File: src/rtl/afe_clk_defs.svh
// Register offsets, reset values, divider limits, a source code and the key value of the clock block.
// Assumes a byte-addressed register port and 32-bit data, with registers in the low bits.
//
// Overview of operation
// - Clock-select writes blocked unless key unlocked.
// - Key value unlocks; any other value relocks.
// - Configuration writes blocked unless key unlocked.
// - Select bit 0 moves system clock to 32 kHz.
// - Bit 8 powers down regulator; resets one.
// - Bit 7 enables 1.11 V common-mode buffer.
// - Bit 6 enables 1.82 V reference buffer.
// - Bit 3 enables repeated conversions.
// - Bit 2 enables conversions.
// - Bit 1 powers down fast reference; resets one.
// - Bit 0 powers down fast oscillator; resets zero.
// - Slow oscillator clocks the wake-up timer.
// - External clock pin is a selectable source.
// - After reset, fast internal oscillator drives system.
// - Converter clock is root over 1 or 2.
// - System divider 1 to 32, saturating.
// - System divider zero acts as one.
// - Converter source field encodes four sources.
// - System source field uses same encoding.
`ifndef AFE_CLK_DEFS_SVH
`define AFE_CLK_DEFS_SVH

`define AFE_CLOCK_DIVIDER_CONFIG_ADDR 16'h0408
`define AFE_CLOCK_GATE_ENABLE_ADDR 16'h0410
`define AFE_CLOCK_SOURCE_SELECT_ADDR 16'h0414
`define AFE_OSCILLATOR_UNLOCK_KEY_ADDR 16'h0A0C
`define AFE_OSCILLATOR_CONTROL_ADDR 16'h0A10
`define AFE_RESET_CONTROL_UNLOCK_KEY_ADDR 16'h0A5C
`define AFE_SLOW_OSCILLATOR_TEST_ADDR 16'h0A6C
`define AFE_CHOP_AND_TIMER_CLOCK_ENABLE_ADDR 16'h0A70
`define AFE_FAST_OSCILLATOR_CONFIG_ADDR 16'h20BC
`define AFE_LOWPOWER_UNLOCK_KEY_ADDR 16'h210C
`define AFE_LOWPOWER_CLOCK_SELECT_ADDR 16'h2110
`define AFE_LOWPOWER_CONFIG_ADDR 16'h2114

`define AFE_CLOCK_DIVIDER_CONFIG_RST 16'h0441
`define AFE_CLOCK_GATE_ENABLE_RST 16'h01C0
`define AFE_CLOCK_SOURCE_SELECT_RST 16'h0000
`define AFE_OSCILLATOR_CONTROL_RST 16'h0003
`define AFE_SLOW_OSCILLATOR_TEST_RST 16'h0088
`define AFE_CHOP_AND_TIMER_CLOCK_ENABLE_RST 16'h0004
`define AFE_FAST_OSCILLATOR_CONFIG_RST 16'h0034
`define AFE_LOWPOWER_CONFIG_RST 9'h102

`define AFE_LOWPOWER_KEY_VALUE 20'hC59D6
`define AFE_SYS_DIV_MAX 6'h20
`define AFE_CONV_DIV_MAX 4'h2
`define AFE_SRC_SLOW_INTERNAL 2'h2

`endif

File: src/rtl/afe_clk_pkg.sv
// Types shared by the clock and low-power control block.
// Assumes the defines header is compiled alongside; this package holds types only.
package afe_clk_pkg;

	// Sampled levels of the four clock sources, indexed by the source encoding.
	typedef struct packed {
		logic extPin;
		logic slowOsc;
		logic crystal;
		logic fastOsc;
	} afe_src_t;

	// Low-power analog controls driven to the front end.
	typedef struct packed {
		logic analogRegulatorPowerdown;
		logic commonModeBufferEnable;
		logic referenceBufferEnable;
		logic repeatConversionEnable;
		logic conversionEnable;
		logic fastReferencePowerdown;
		logic fastOscillatorPowerdown;
	} afe_lp_t;

	// One divided, switchable clock channel.
	typedef struct packed {
		logic [1:0] sel;
		logic [5:0] cnt;
		logic srcPrev;
		logic out;
	} afe_chan_t;

	// Whole state of the block.
	typedef struct packed {
		logic [15:0] divCfg;
		logic [15:0] gateEn;
		logic [15:0] srcSel;
		logic [15:0] oscillator_unlock_key;
		logic [15:0] oscCtl;
		logic [15:0] slowTst;
		logic [15:0] chopEn;
		logic [15:0] fastCfg;
		logic [19:0] lpKey;
		logic lpClkSel;
		logic [8:0] lpCon;
		afe_chan_t sysCh;
		afe_chan_t adcCh;
		logic wakeClk;
		afe_lp_t lpOut;
		logic [31:0] rdData;
	} afe_state_t;

endpackage

File: src/rtl/afe_clock_and_lowpower_ctrl.sv
// Clock source selection, division and low-power configuration registers.
// Assumes source clock levels arrive synchronous to clk, well below half its rate,
// and a register master that never overlaps read and write strobes.
`timescale 1ns/10ps
`default_nettype none
`include "afe_clk_defs.svh"

module afe_clock_and_lowpower_ctrl (
	input wire logic clk,
	input wire logic rst_n,
	input wire logic [15:0] regAddr,
	input wire logic [31:0] regWrData,
	input wire logic regWr,
	input wire logic regRd,
	output logic [31:0] regRdData,
	input wire afe_clk_pkg::afe_src_t srcLvl,
	output logic sysClkOut,
	output logic adcClkOut,
	output logic wakeTimerClk,
	output afe_clk_pkg::afe_lp_t lpCtl
);

	// Registered state and its next value.
	afe_clk_pkg::afe_state_t st_r;
	afe_clk_pkg::afe_state_t st_nxt;
	// Key comparison result; only the lowpower key gates the protected pair.
	logic lpUnlocked;
	// Effective divider values after clamping.
	logic [5:0] sysDiv;
	logic [5:0] adcDiv;
	// Requested sources for each channel.
	logic [1:0] sysReq;
	logic [1:0] adcReq;

	// Steps one clock channel. A source change waits until both the output and the
	// current source are low, so no runt pulse is cut; the output then rises only on a
	// genuine edge of the new source. The cost is a switch latency of up to one old output period plus one new source period.
	function automatic afe_clk_pkg::afe_chan_t chanStep(
		input afe_clk_pkg::afe_chan_t ch,
		input logic [3:0] lvls,
		input logic [1:0] req,
		input logic [5:0] div
	);
		afe_clk_pkg::afe_chan_t n;
		logic lvl;
		logic rise;
		logic [5:0] cntNxt;
		logic [5:0] half;
		n = ch;
		lvl = lvls[ch.sel];
		rise = lvl & ~ch.srcPrev;
		cntNxt = ch.cnt;
		half = 6'((7'(div) + 7'h01) >> 1);
		if ((req != ch.sel) && !ch.out && !lvl) begin
			// Park low and restart the divider one step before wrap.
			n.sel = req;
			n.cnt = div - 6'h01;
			n.srcPrev = lvls[req];
			n.out = 1'b0;
		end else begin
			// Divider advances on each rising edge of the selected source.
			if (rise) begin
				cntNxt = (ch.cnt + 6'h01 >= div) ? 6'h00 : ch.cnt + 6'h01;
			end
			n.cnt = cntNxt;
			n.srcPrev = lvl;
			if (div == 6'h01) begin
				// Undivided: follow the source, but only rise on a real edge.
				n.out = rise | (ch.out & lvl);
			end else begin
				// Divided: high for the first half of each period, rounded up to whole source periods.
				n.out = (cntNxt < half);
			end
		end
		return n;
	endfunction

	// Key check: only the exact value opens the protected registers.
	assign lpUnlocked = (st_r.lpKey == `AFE_LOWPOWER_KEY_VALUE);

	// Divider clamps and source requests.
	always_comb begin
		// Zero acts as one and values above the maximum saturate.
		if (st_r.divCfg[5:0] == 6'h00) begin
			sysDiv = 6'h01;
		end else if (st_r.divCfg[5:0] > `AFE_SYS_DIV_MAX) begin
			sysDiv = `AFE_SYS_DIV_MAX;
		end else begin
			sysDiv = st_r.divCfg[5:0];
		end
		// Converter divider only knows one and two; others are clamped the same way.
		if (st_r.divCfg[9:6] == 4'h0) begin
			adcDiv = 6'h01;
		end else if (st_r.divCfg[9:6] > `AFE_CONV_DIV_MAX) begin
			adcDiv = 6'h02;
		end else begin
			adcDiv = {2'h0, st_r.divCfg[9:6]};
		end
		// The low-power switch overrides the normal system source field.
		sysReq = st_r.lpClkSel ? `AFE_SRC_SLOW_INTERNAL : st_r.srcSel[1:0];
		adcReq = st_r.srcSel[3:2];
	end

	// Next-state logic for registers, channels and read data.
	always_comb begin
		st_nxt = st_r;
		st_nxt.rdData = 32'h0000_0000;
		// Register writes; unmapped addresses are ignored.
		if (regWr) begin
			case (regAddr)
				`AFE_CLOCK_DIVIDER_CONFIG_ADDR: begin
					st_nxt.divCfg = regWrData[15:0];
				end
				`AFE_CLOCK_GATE_ENABLE_ADDR: begin
					st_nxt.gateEn = regWrData[15:0];
				end
				`AFE_CLOCK_SOURCE_SELECT_ADDR: begin
					st_nxt.srcSel = {12'h000, regWrData[3:0]};
				end
				`AFE_OSCILLATOR_UNLOCK_KEY_ADDR: begin
					st_nxt.oscillator_unlock_key = regWrData[15:0];
				end
				`AFE_OSCILLATOR_CONTROL_ADDR: begin
					st_nxt.oscCtl = regWrData[15:0];
				end
				`AFE_SLOW_OSCILLATOR_TEST_ADDR: begin
					st_nxt.slowTst = regWrData[15:0];
				end
				`AFE_CHOP_AND_TIMER_CLOCK_ENABLE_ADDR: begin
					st_nxt.chopEn = regWrData[15:0];
				end
				`AFE_FAST_OSCILLATOR_CONFIG_ADDR: begin
					st_nxt.fastCfg = regWrData[15:0];
				end
				`AFE_LOWPOWER_UNLOCK_KEY_ADDR: begin
					// Any value is stored; only the key value unlocks.
					st_nxt.lpKey = regWrData[19:0];
				end
				`AFE_LOWPOWER_CLOCK_SELECT_ADDR: begin
					if (lpUnlocked) begin
						st_nxt.lpClkSel = regWrData[0];
					end
				end
				`AFE_LOWPOWER_CONFIG_ADDR: begin
					if (lpUnlocked) begin
						st_nxt.lpCon = regWrData[8:0];
					end
				end
				default: begin
					// Nothing is stored for an unmapped or write-only key address.
				end
			endcase
		end
		// Register reads; the answer stands in the following cycle only.
		if (regRd) begin
			case (regAddr)
				`AFE_CLOCK_DIVIDER_CONFIG_ADDR: st_nxt.rdData = {16'h0000, st_r.divCfg};
				`AFE_CLOCK_GATE_ENABLE_ADDR: st_nxt.rdData = {16'h0000, st_r.gateEn};
				`AFE_CLOCK_SOURCE_SELECT_ADDR: st_nxt.rdData = {16'h0000, st_r.srcSel};
				`AFE_OSCILLATOR_UNLOCK_KEY_ADDR: st_nxt.rdData = {16'h0000, st_r.oscillator_unlock_key};
				`AFE_OSCILLATOR_CONTROL_ADDR: st_nxt.rdData = {16'h0000, st_r.oscCtl};
				`AFE_SLOW_OSCILLATOR_TEST_ADDR: st_nxt.rdData = {16'h0000, st_r.slowTst};
				`AFE_CHOP_AND_TIMER_CLOCK_ENABLE_ADDR: st_nxt.rdData = {16'h0000, st_r.chopEn};
				`AFE_FAST_OSCILLATOR_CONFIG_ADDR: st_nxt.rdData = {16'h0000, st_r.fastCfg};
				`AFE_LOWPOWER_UNLOCK_KEY_ADDR: st_nxt.rdData = {12'h000, st_r.lpKey};
				`AFE_LOWPOWER_CLOCK_SELECT_ADDR: st_nxt.rdData = {31'h0000_0000, st_r.lpClkSel};
				`AFE_LOWPOWER_CONFIG_ADDR: st_nxt.rdData = {23'h00_0000, st_r.lpCon};
				default: st_nxt.rdData = 32'h0000_0000;
			endcase
		end
		// Clock channels: system may fall back to the slow oscillator, and the
		// external pin is the fourth selectable source.
		st_nxt.sysCh = chanStep(st_r.sysCh, srcLvl, sysReq, sysDiv);
		st_nxt.adcCh = chanStep(st_r.adcCh, srcLvl, adcReq, adcDiv);
		// Wake-up timer always runs from the slow internal oscillator.
		st_nxt.wakeClk = srcLvl.slowOsc;
		// Analog controls follow the configuration fields.
		st_nxt.lpOut.analogRegulatorPowerdown = st_r.lpCon[8];
		st_nxt.lpOut.commonModeBufferEnable = st_r.lpCon[7];
		st_nxt.lpOut.referenceBufferEnable = st_r.lpCon[6];
		st_nxt.lpOut.repeatConversionEnable = st_r.lpCon[3];
		st_nxt.lpOut.conversionEnable = st_r.lpCon[2];
		st_nxt.lpOut.fastReferencePowerdown = st_r.lpCon[1];
		st_nxt.lpOut.fastOscillatorPowerdown = st_r.lpCon[0];
	end

	// State register with synchronous reset to the documented defaults.
	always_ff @(posedge clk) begin
		if (!rst_n) begin
			st_r.divCfg <= `AFE_CLOCK_DIVIDER_CONFIG_RST;
			st_r.gateEn <= `AFE_CLOCK_GATE_ENABLE_RST;
			st_r.srcSel <= `AFE_CLOCK_SOURCE_SELECT_RST;
			st_r.oscillator_unlock_key <= 16'h0000;
			st_r.oscCtl <= `AFE_OSCILLATOR_CONTROL_RST;
			st_r.slowTst <= `AFE_SLOW_OSCILLATOR_TEST_RST;
			st_r.chopEn <= `AFE_CHOP_AND_TIMER_CLOCK_ENABLE_RST;
			st_r.fastCfg <= `AFE_FAST_OSCILLATOR_CONFIG_RST;
			st_r.lpKey <= 20'h0_0000;
			st_r.lpClkSel <= 1'b0;
			st_r.lpCon <= `AFE_LOWPOWER_CONFIG_RST;
			st_r.sysCh <= '0;
			st_r.adcCh <= '0;
			st_r.wakeClk <= 1'b0;
			// Regulator and fast reference start powered down; the oscillator stays on.
			st_r.lpOut <= 7'h42;
			st_r.rdData <= 32'h0000_0000;
		end else begin
			st_r <= st_nxt;
		end
	end

	// Outputs come straight from the state flops.
	assign regRdData = st_r.rdData;
	assign sysClkOut = st_r.sysCh.out;
	assign adcClkOut = st_r.adcCh.out;
	assign wakeTimerClk = st_r.wakeClk;
	assign lpCtl = st_r.lpOut;
endmodule
`default_nettype wire

File: config.mk
export PLATFORM = sky130hd
export DESIGN_NAME = afe_clock_and_lowpower_ctrl
export DESIGN_NICKNAME = d
export VERILOG_FILES = /design/src/rtl/afe_clk_pkg.sv /design/src/rtl/afe_clock_and_lowpower_ctrl.sv
export VERILOG_INCLUDE_DIRS = /design/src /design/src/rtl
export SDC_FILE = /design/constraint.sdc
export NUM_CORES = 1
export LEC_CHECK = 0
export ABC_CLOCK_PERIOD_IN_PS = 2820
export BUFFER_PORTS_ARGS = -buffer_cell sky130_fd_sc_hd__buf_2
export CAP_MARGIN = 20
export CORE_MARGIN = 5
export CORE_UTILIZATION = 35
export DETAILED_ROUTE_END_ITERATION = 7
export PLACE_DENSITY = 0.62
export REMOVE_ABC_BUFFERS = 1
export SYNTH_ARGS = -nofsm -noshare
export SYNTH_HDL_FRONTEND = slang
export SYNTH_SLANG_ARGS = --single-unit
File: constraint.sdc
create_clock -name clk -period 2.82 [get_ports clk]
set_input_delay 0.846 -clock clk [delete_from_list [all_inputs] [get_ports clk]]
set_output_delay 0.846 -clock clk [all_outputs]
set_load 0.03 [all_outputs]
==> metrics.txt, run 1 <==
CTS root buf clkbuf_16; number of distinct library cells after synthesis 65; CTS max path bufs 2; Final Skew between 0.01 and 0.015 ns; vias in the first global route about 8,100; # rows 59; largest net degree at the start of global routing 46; final WL around 28,000 um; Synth Register Bits 194; YS warnings 0; FILL cells between 2,000 and 3,000; Reg clk slew, reported paths approximately 0.07 ns; outcome finished with violations; num ports 98; Final ANT Viol Nets 0; Layout Nets around 1,400; TritonRoute pass-1 iters 5; wire per inst 17.4 um; Num CTS Buffers 17; crit end category register; critical path type reg -> reg; asr flop ratio synth 0; violated checks setup timing; required time of the worst setup path around 3.2 ns; overall die width ~170 um; Post-synth EDFFs 0; Crit Path Max Fanout 4; max-cap violations 0; worst hold path class reg -> reg; CTS tree yes; area leader, netlist dfxtp_1; unrepaired setup endpoints after global routing yes; Setup-failing EPs final 2; pre-CTS setup slack -0.332 ns; Clock Sink Count between 150 and 200; GRT Residual Overflow 0; Initial Util 0.355; gpl congestion 0.857; most common cell after layout, fill and taps aside nand2_1; met3 global-route usage 0.0295; leakage power between 4 and 5 nW; PnR worst setup slack -0.128 ns; ratio of cells with drive above 1 in the final layout 0.240; GR met2 Demand/Resource 0.305; worst-skew pair later-pin latency 0.44 ns; Layout area overhead 23.7%; Max Slew Vio Count 0; Max Clock Freq approximately 340 MHz; Worst VDD drop ~0.00038 V; post-synth top area share 0.420; dpl hpwl about 20,000 um; Syn Area/Cell 8.13 um^2; Hold Fails Final Rpt 0; CTS H-tree lvls 4; Pwr Total 0.00533 W; Reg2Reg Depth 14; Hold Path Stages 2; final worst-path cycle share 1.05; global-route wire length before repair around 45,000 um; Final Core Density 0.439; vias approximately 8,600; Core Footprint 26,100 um^2; Starting DRT DRC Count between 700 and 800; ranking of synthesized cells by area dfxtp_1 (42%), nand2_1 (12%), a21oi_1 (8.1%), buf_4 (3.7%), ha_1 (3.5%); fin crit period approximately 3 ns; ant diodes 0; GRT Max-Usage Layer met2; met1 GRT Util 0.249; post-synthesis sequential area ratio 0.420; chip height approximately 170 um; Total GRT Usage 0.183; number of buffers inserted by port buffering between 70 and 80; multi-input logic area about 4900 um^2; residual DRC count 0; vias per cell 5.27; Synth Cell Area just over 9000 um^2; initial antenna violation count 1; PD cells 466 nW/um^2; die footprint 29,800 um^2; FF/Latch Area about 3900 um^2; arrival time worst endpoint about 3.3 ns; prevailing post-synth register cell dfxtp_1; synthesized netlist cell count between 1,000 and 1,500; commonest non-fill, non-tap cells in the layout nand2_1 (287), dfxtp_1 (189), a21oi_1 (148); crit start category register
power by group:
part | switching [W] | leakage (nW) | internal (W)
sequential | 0.00000413 | 1.57 | 0.00274
clock | 0.00112 | 0.270 | 0.00117
combinational | 0.000193 | 2.53 | 0.000108
total | 0.00131 | 4.37 | 0.00402
final timing paths:
path                           from  slack (ns)                endpoint
max             st_r[43]$_SDFF_PN0_       -0.13    adcClkOut$_SDFF_PP0_
min          st_r[187]$_SDFFE_PN0P_        0.45  st_r[187]$_SDFFE_PN0P_
max reg2reg     st_r[43]$_SDFF_PN0_       -0.13    adcClkOut$_SDFF_PP0_
min reg2reg  st_r[187]$_SDFFE_PN0P_        0.45  st_r[187]$_SDFFE_PN0P_
synthesized netlist by cell type (12+ instances only):
cell type,count
a22oi_1,24
a222oi_1,14
nand2_1,287
nand3_1,50
buf_4,46
inv_1,14
buf_2,23
nor3_1,13
nor2_1,35
a21oi_1,150
and2_1,19
dfxtp_1,194
o21ai_0,14
ha_1,26
a31oi_1,17
a22o_1,16
mux2i_1,12
clkbuf_1,50
routing by layer:
layer | up-vias | wire, um
met1 | 4097 | 12700
li1 | 4191 | -
met4 | 2 | 345
met2 | 241 | 13700
met3 | 30 | 1480
met5 | - | 11
stage by stage:
stage               std cells  setup TNS (ns)  area (um^2)  hold slack [ns]
floorplan                1033         -136.13         8640            0.424
global placement         1588           -6.41        10700            0.436
detailed placement       1588           -6.68        10700            0.445
CTS                      1622          -0.306        11300            0.454
global route             1623          -0.415        11400            0.463
finish                   1623          -0.152        11400            0.452
sequential cells by signal, indices dropped and copies added, names as in the netlist:
signal and count:
st_nxt 7, lpCtl 7, adcClkOut 1, st_r 155, wakeTimerClk 1, adcReq 2
regRdData 20, sysClkOut 1
logic make-up (layout without fill, tap and decap cells):
| kind of cell | count (synthesis) | count (layout) | share of synthesized area |
|---|---|---|---|
| buffers and inverters | 135 | 270 | 0.0774 |
| flip-flops | 194 | 194 | 0.420 |
| multiplexers | 16 | 16 | 0.0215 |
| AO/OA/AOI/OAI | 273 | 273 | 0.186 |
| AND/OR/NAND/NOR | 478 | 478 | 0.246 |
| other | 2 | 17 | 0.000812 |
| XOR/XNOR | 14 | 14 | 0.0133 |
| adder cells (fa/ha/maj) | 26 | 26 | 0.0352 |
cell type report:
class,count,share of cell area
Sequential cell,194,0.341
Clock inverter,13,0.00908
Inverter,15,0.00514
Tap cell,335,0.0367
Clock buffer,19,0.0387
Multi-Input combinational cell,824,0.428
Timing Repair Buffer,223,0.142
what timing repair did:
item,4_1_cts,5_1_grt
setup endpoints to repair,2,2
resized for setup,15,26
pin swaps,15,21
hold buffers,0,0
buffers inserted,2,1
worst max-delay path, stage by stage, from the launching register on:
cell and delay [ns]:
dfxtp_2 0.36, ha_4 0.14, xor2_1 0.16, ha_1 0.27
a21o_1 0.17, a31oi_2 0.16, o2111a_2 0.24, and2_4 0.15
nand3b_1 0.11, nand2_1 0.12, ha_4 0.21, a21o_1 0.20
a2111oi_4 0.30, nand4_1 0.14, o21ai_1 0.14
(Power assumes the default switching activity.)
==> run 2, diff against run 1 <==
- MAX_ROUTING_LAYER: default -> met4
==> metrics.txt, run 2 (synthesized netlist as in run 1, its figures left out) <==
outcome finished, final reports clean; Largest register FFs 155 (unchanged); num ports 98 (unchanged); # rows 59 (unchanged); Crit Path Max Fanout 4 (unchanged); hold slack 0.451 ns (-0.00101 ns); largest net degree at the start of global routing 47 (+2.2%); vias in the first global route 8,097 (-0.074%); Num CTS Buffers 17 (unchanged); Max Clock Freq 355 MHz (+4.6%); vias 8,677 (+1.4%); CTS H-tree lvls 4 (unchanged); Clock Sink Count 194 (unchanged); Final Skew 0.00892 ns (-0.00195 ns); Reg with most FFs st_r; commonest non-fill, non-tap cells in the layout nand2_1 (287), dfxtp_1 (189), a21oi_1 (148); final non-filler cell total 1,627 (+0.25%); Layout Cell Area excl Fill 11,500 um^2 (+0.92%); Placed Cells 1,588 (unchanged); Final ANT Viol Nets 0 (unchanged); worst hold path class reg -> reg; unrepaired setup endpoints after global routing yes; Core Footprint 26,100 um^2 (unchanged); dpl hpwl 19,900 um (+0.19%); CTS tree yes; fin crit period 2.82 ns (-0.128 ns); Reg clk slew, reported paths 0.07 ns (about the same); required time of the worst setup path 3.19 ns (about the same); final WL 28,400 um (+0.67%); initial antenna violation count 2 (+1); Total GRT Usage 0.191 (+0.00800); placed cell areas 10,700 um^2 (+0.12%); Layout area overhead 24.8%; crit end category register; crit start category register; CP bufs+invs 0 (unchanged); slowest stage delay, CP 0.35 ns (about the same); Max Slew Vio Count 0 (unchanged); number of buffers inserted by port buffering 73 (unchanged); Starting DRT DRC Count 915 (+24%); Hold Fails Final Rpt 0 (unchanged); overall die width 173 um (unchanged); CTS max path bufs 2 (unchanged); vias per cell 5.33 (+1.1%); die footprint 29,800 um^2 (unchanged); GRT Residual Overflow 0 (unchanged); worst-skew pair later-pin latency 0.44 ns (about the same); ratio of cells with drive above 1 in the final layout 0.240 (+0.000403); wire per inst 17.5 um (+0.42%); leakage power 4.40 nW (+0.64%); Setup-failing EPs final 0 (-2); chip height 173 um (unchanged); CP top delay family compound AO/OA/AOI/OAI gates; critical path type reg -> reg; CTS root buf clkbuf_16; global-route wire length before repair 44,900 um (+0.80%); Initial Util 0.355 (unchanged); Worst VDD drop 0.000350 V (-7.6%); final worst-path cycle share 1.00 (-0.0455); Layout Nets 1,359 (+0.15%); gpl congestion 0.872 (+1.7%); residual DRC count 0 (unchanged); crit-path cells ha_4 -> xor2_1 -> ha_1 -> a21o_1 -> a31oi_1 -> o2111a_2 -> and2_4 -> nand3b_1 -> nand2_1 -> ha_4 -> a21o_1 -> a2111oi_4 -> nand4_1 -> o21ai_1; max-cap violations 0 (unchanged); most common cell after layout, fill and taps aside nand2_1; TritonRoute pass-1 iters 6 (+1); PD cells 491 nW/um^2 (+5.3%); crit path max-delay cell type dfxtp_2; arrival time worst endpoint 3.19 ns (-0.13 ns)
-- run 2: cell count changes in the layout (fill, tap and decap cells not counted), sizes merged --
cell and delta:
clkbuf -1, diode +2, buf +2, inv +2
clkinvlp +3, clkinv -7, bufinv +3
-- run 2: report_power, final --
group          internal, W  leakage, nW  switching, W  total [W]
Clock              0.00145        0.297       0.00117    0.00262
Combinational     0.000106         2.53      0.000193   0.000299
Sequential         0.00274         1.57    0.00000387    0.00274
Total              0.00430         4.40       0.00136    0.00566
-- run 2: metrics by stage --
step                      power (W)  setup TNS [ns]  worst slack [ns]  utilization
after detailed placement    0.00310           -6.83            -0.315        0.410
final                       0.00566               0          0.000502        0.443
after global placement      0.00309           -5.92            -0.250        0.410
after global routing        0.00586          -0.299            -0.151        0.443
after floorplan             0.00292         -136.13             -2.45            -
after CTS                   0.00569          -0.137            -0.109        0.440
-- run 2: tightest hold or removal path, cell delays in order (launching register included) --
cell and delay [ns]:
dfxtp_1 0.31, nand2_1 0.05, a21oi_1 0.05
-- run 2: path summary, 6_finish.rpt --
path	startpoint	to	slack, ns	cells after the start
max	st_r[43]$_SDFF_PN0_	adcClkOut$_SDFF_PP0_	0.0005	14
min	st_r[120]$_SDFFE_PN0P_	st_r[120]$_SDFFE_PN0P_	0.45	2
max reg2reg	st_r[43]$_SDFF_PN0_	adcClkOut$_SDFF_PP0_	0.0005	14
min reg2reg	st_r[120]$_SDFFE_PN0P_	st_r[120]$_SDFFE_PN0P_	0.45	2
-- run 2: area by class of cell --
type / instances / area, um^2
Fill cell: 2539 / 14500
Multi-Input combinational cell: 824 / 4880
Sequential cell: 194 / 3890
Timing Repair Buffer: 225 / 1640
Clock buffer: 18 / 439
Tap cell: 335 / 419
Clock inverter: 14 / 194
Inverter: 15 / 58.8
Antenna cell: 2 / 5.00
-- run 2: timing repair --
action                                 4_1_cts  5_1_grt
endpoints found under the hold margin        0        0
hold buffers                                 0        0
buffers inserted                             2        3
setup endpoints to repair                    2        2
gates cloned                                 0        0
resized for setup                           23       16
pin swaps                                   19       12
-- run 2: layer usage --
layer / routed length (um) / up-vias / GRT usage
met5: 0 / - / -
met4: 469 / 0 / 0.0439
met3: 1670 / 38 / 0.0332
met2: 13700 / 263 / 0.308
met1: 12600 / 4167 / 0.250
li1: - / 4209 / -
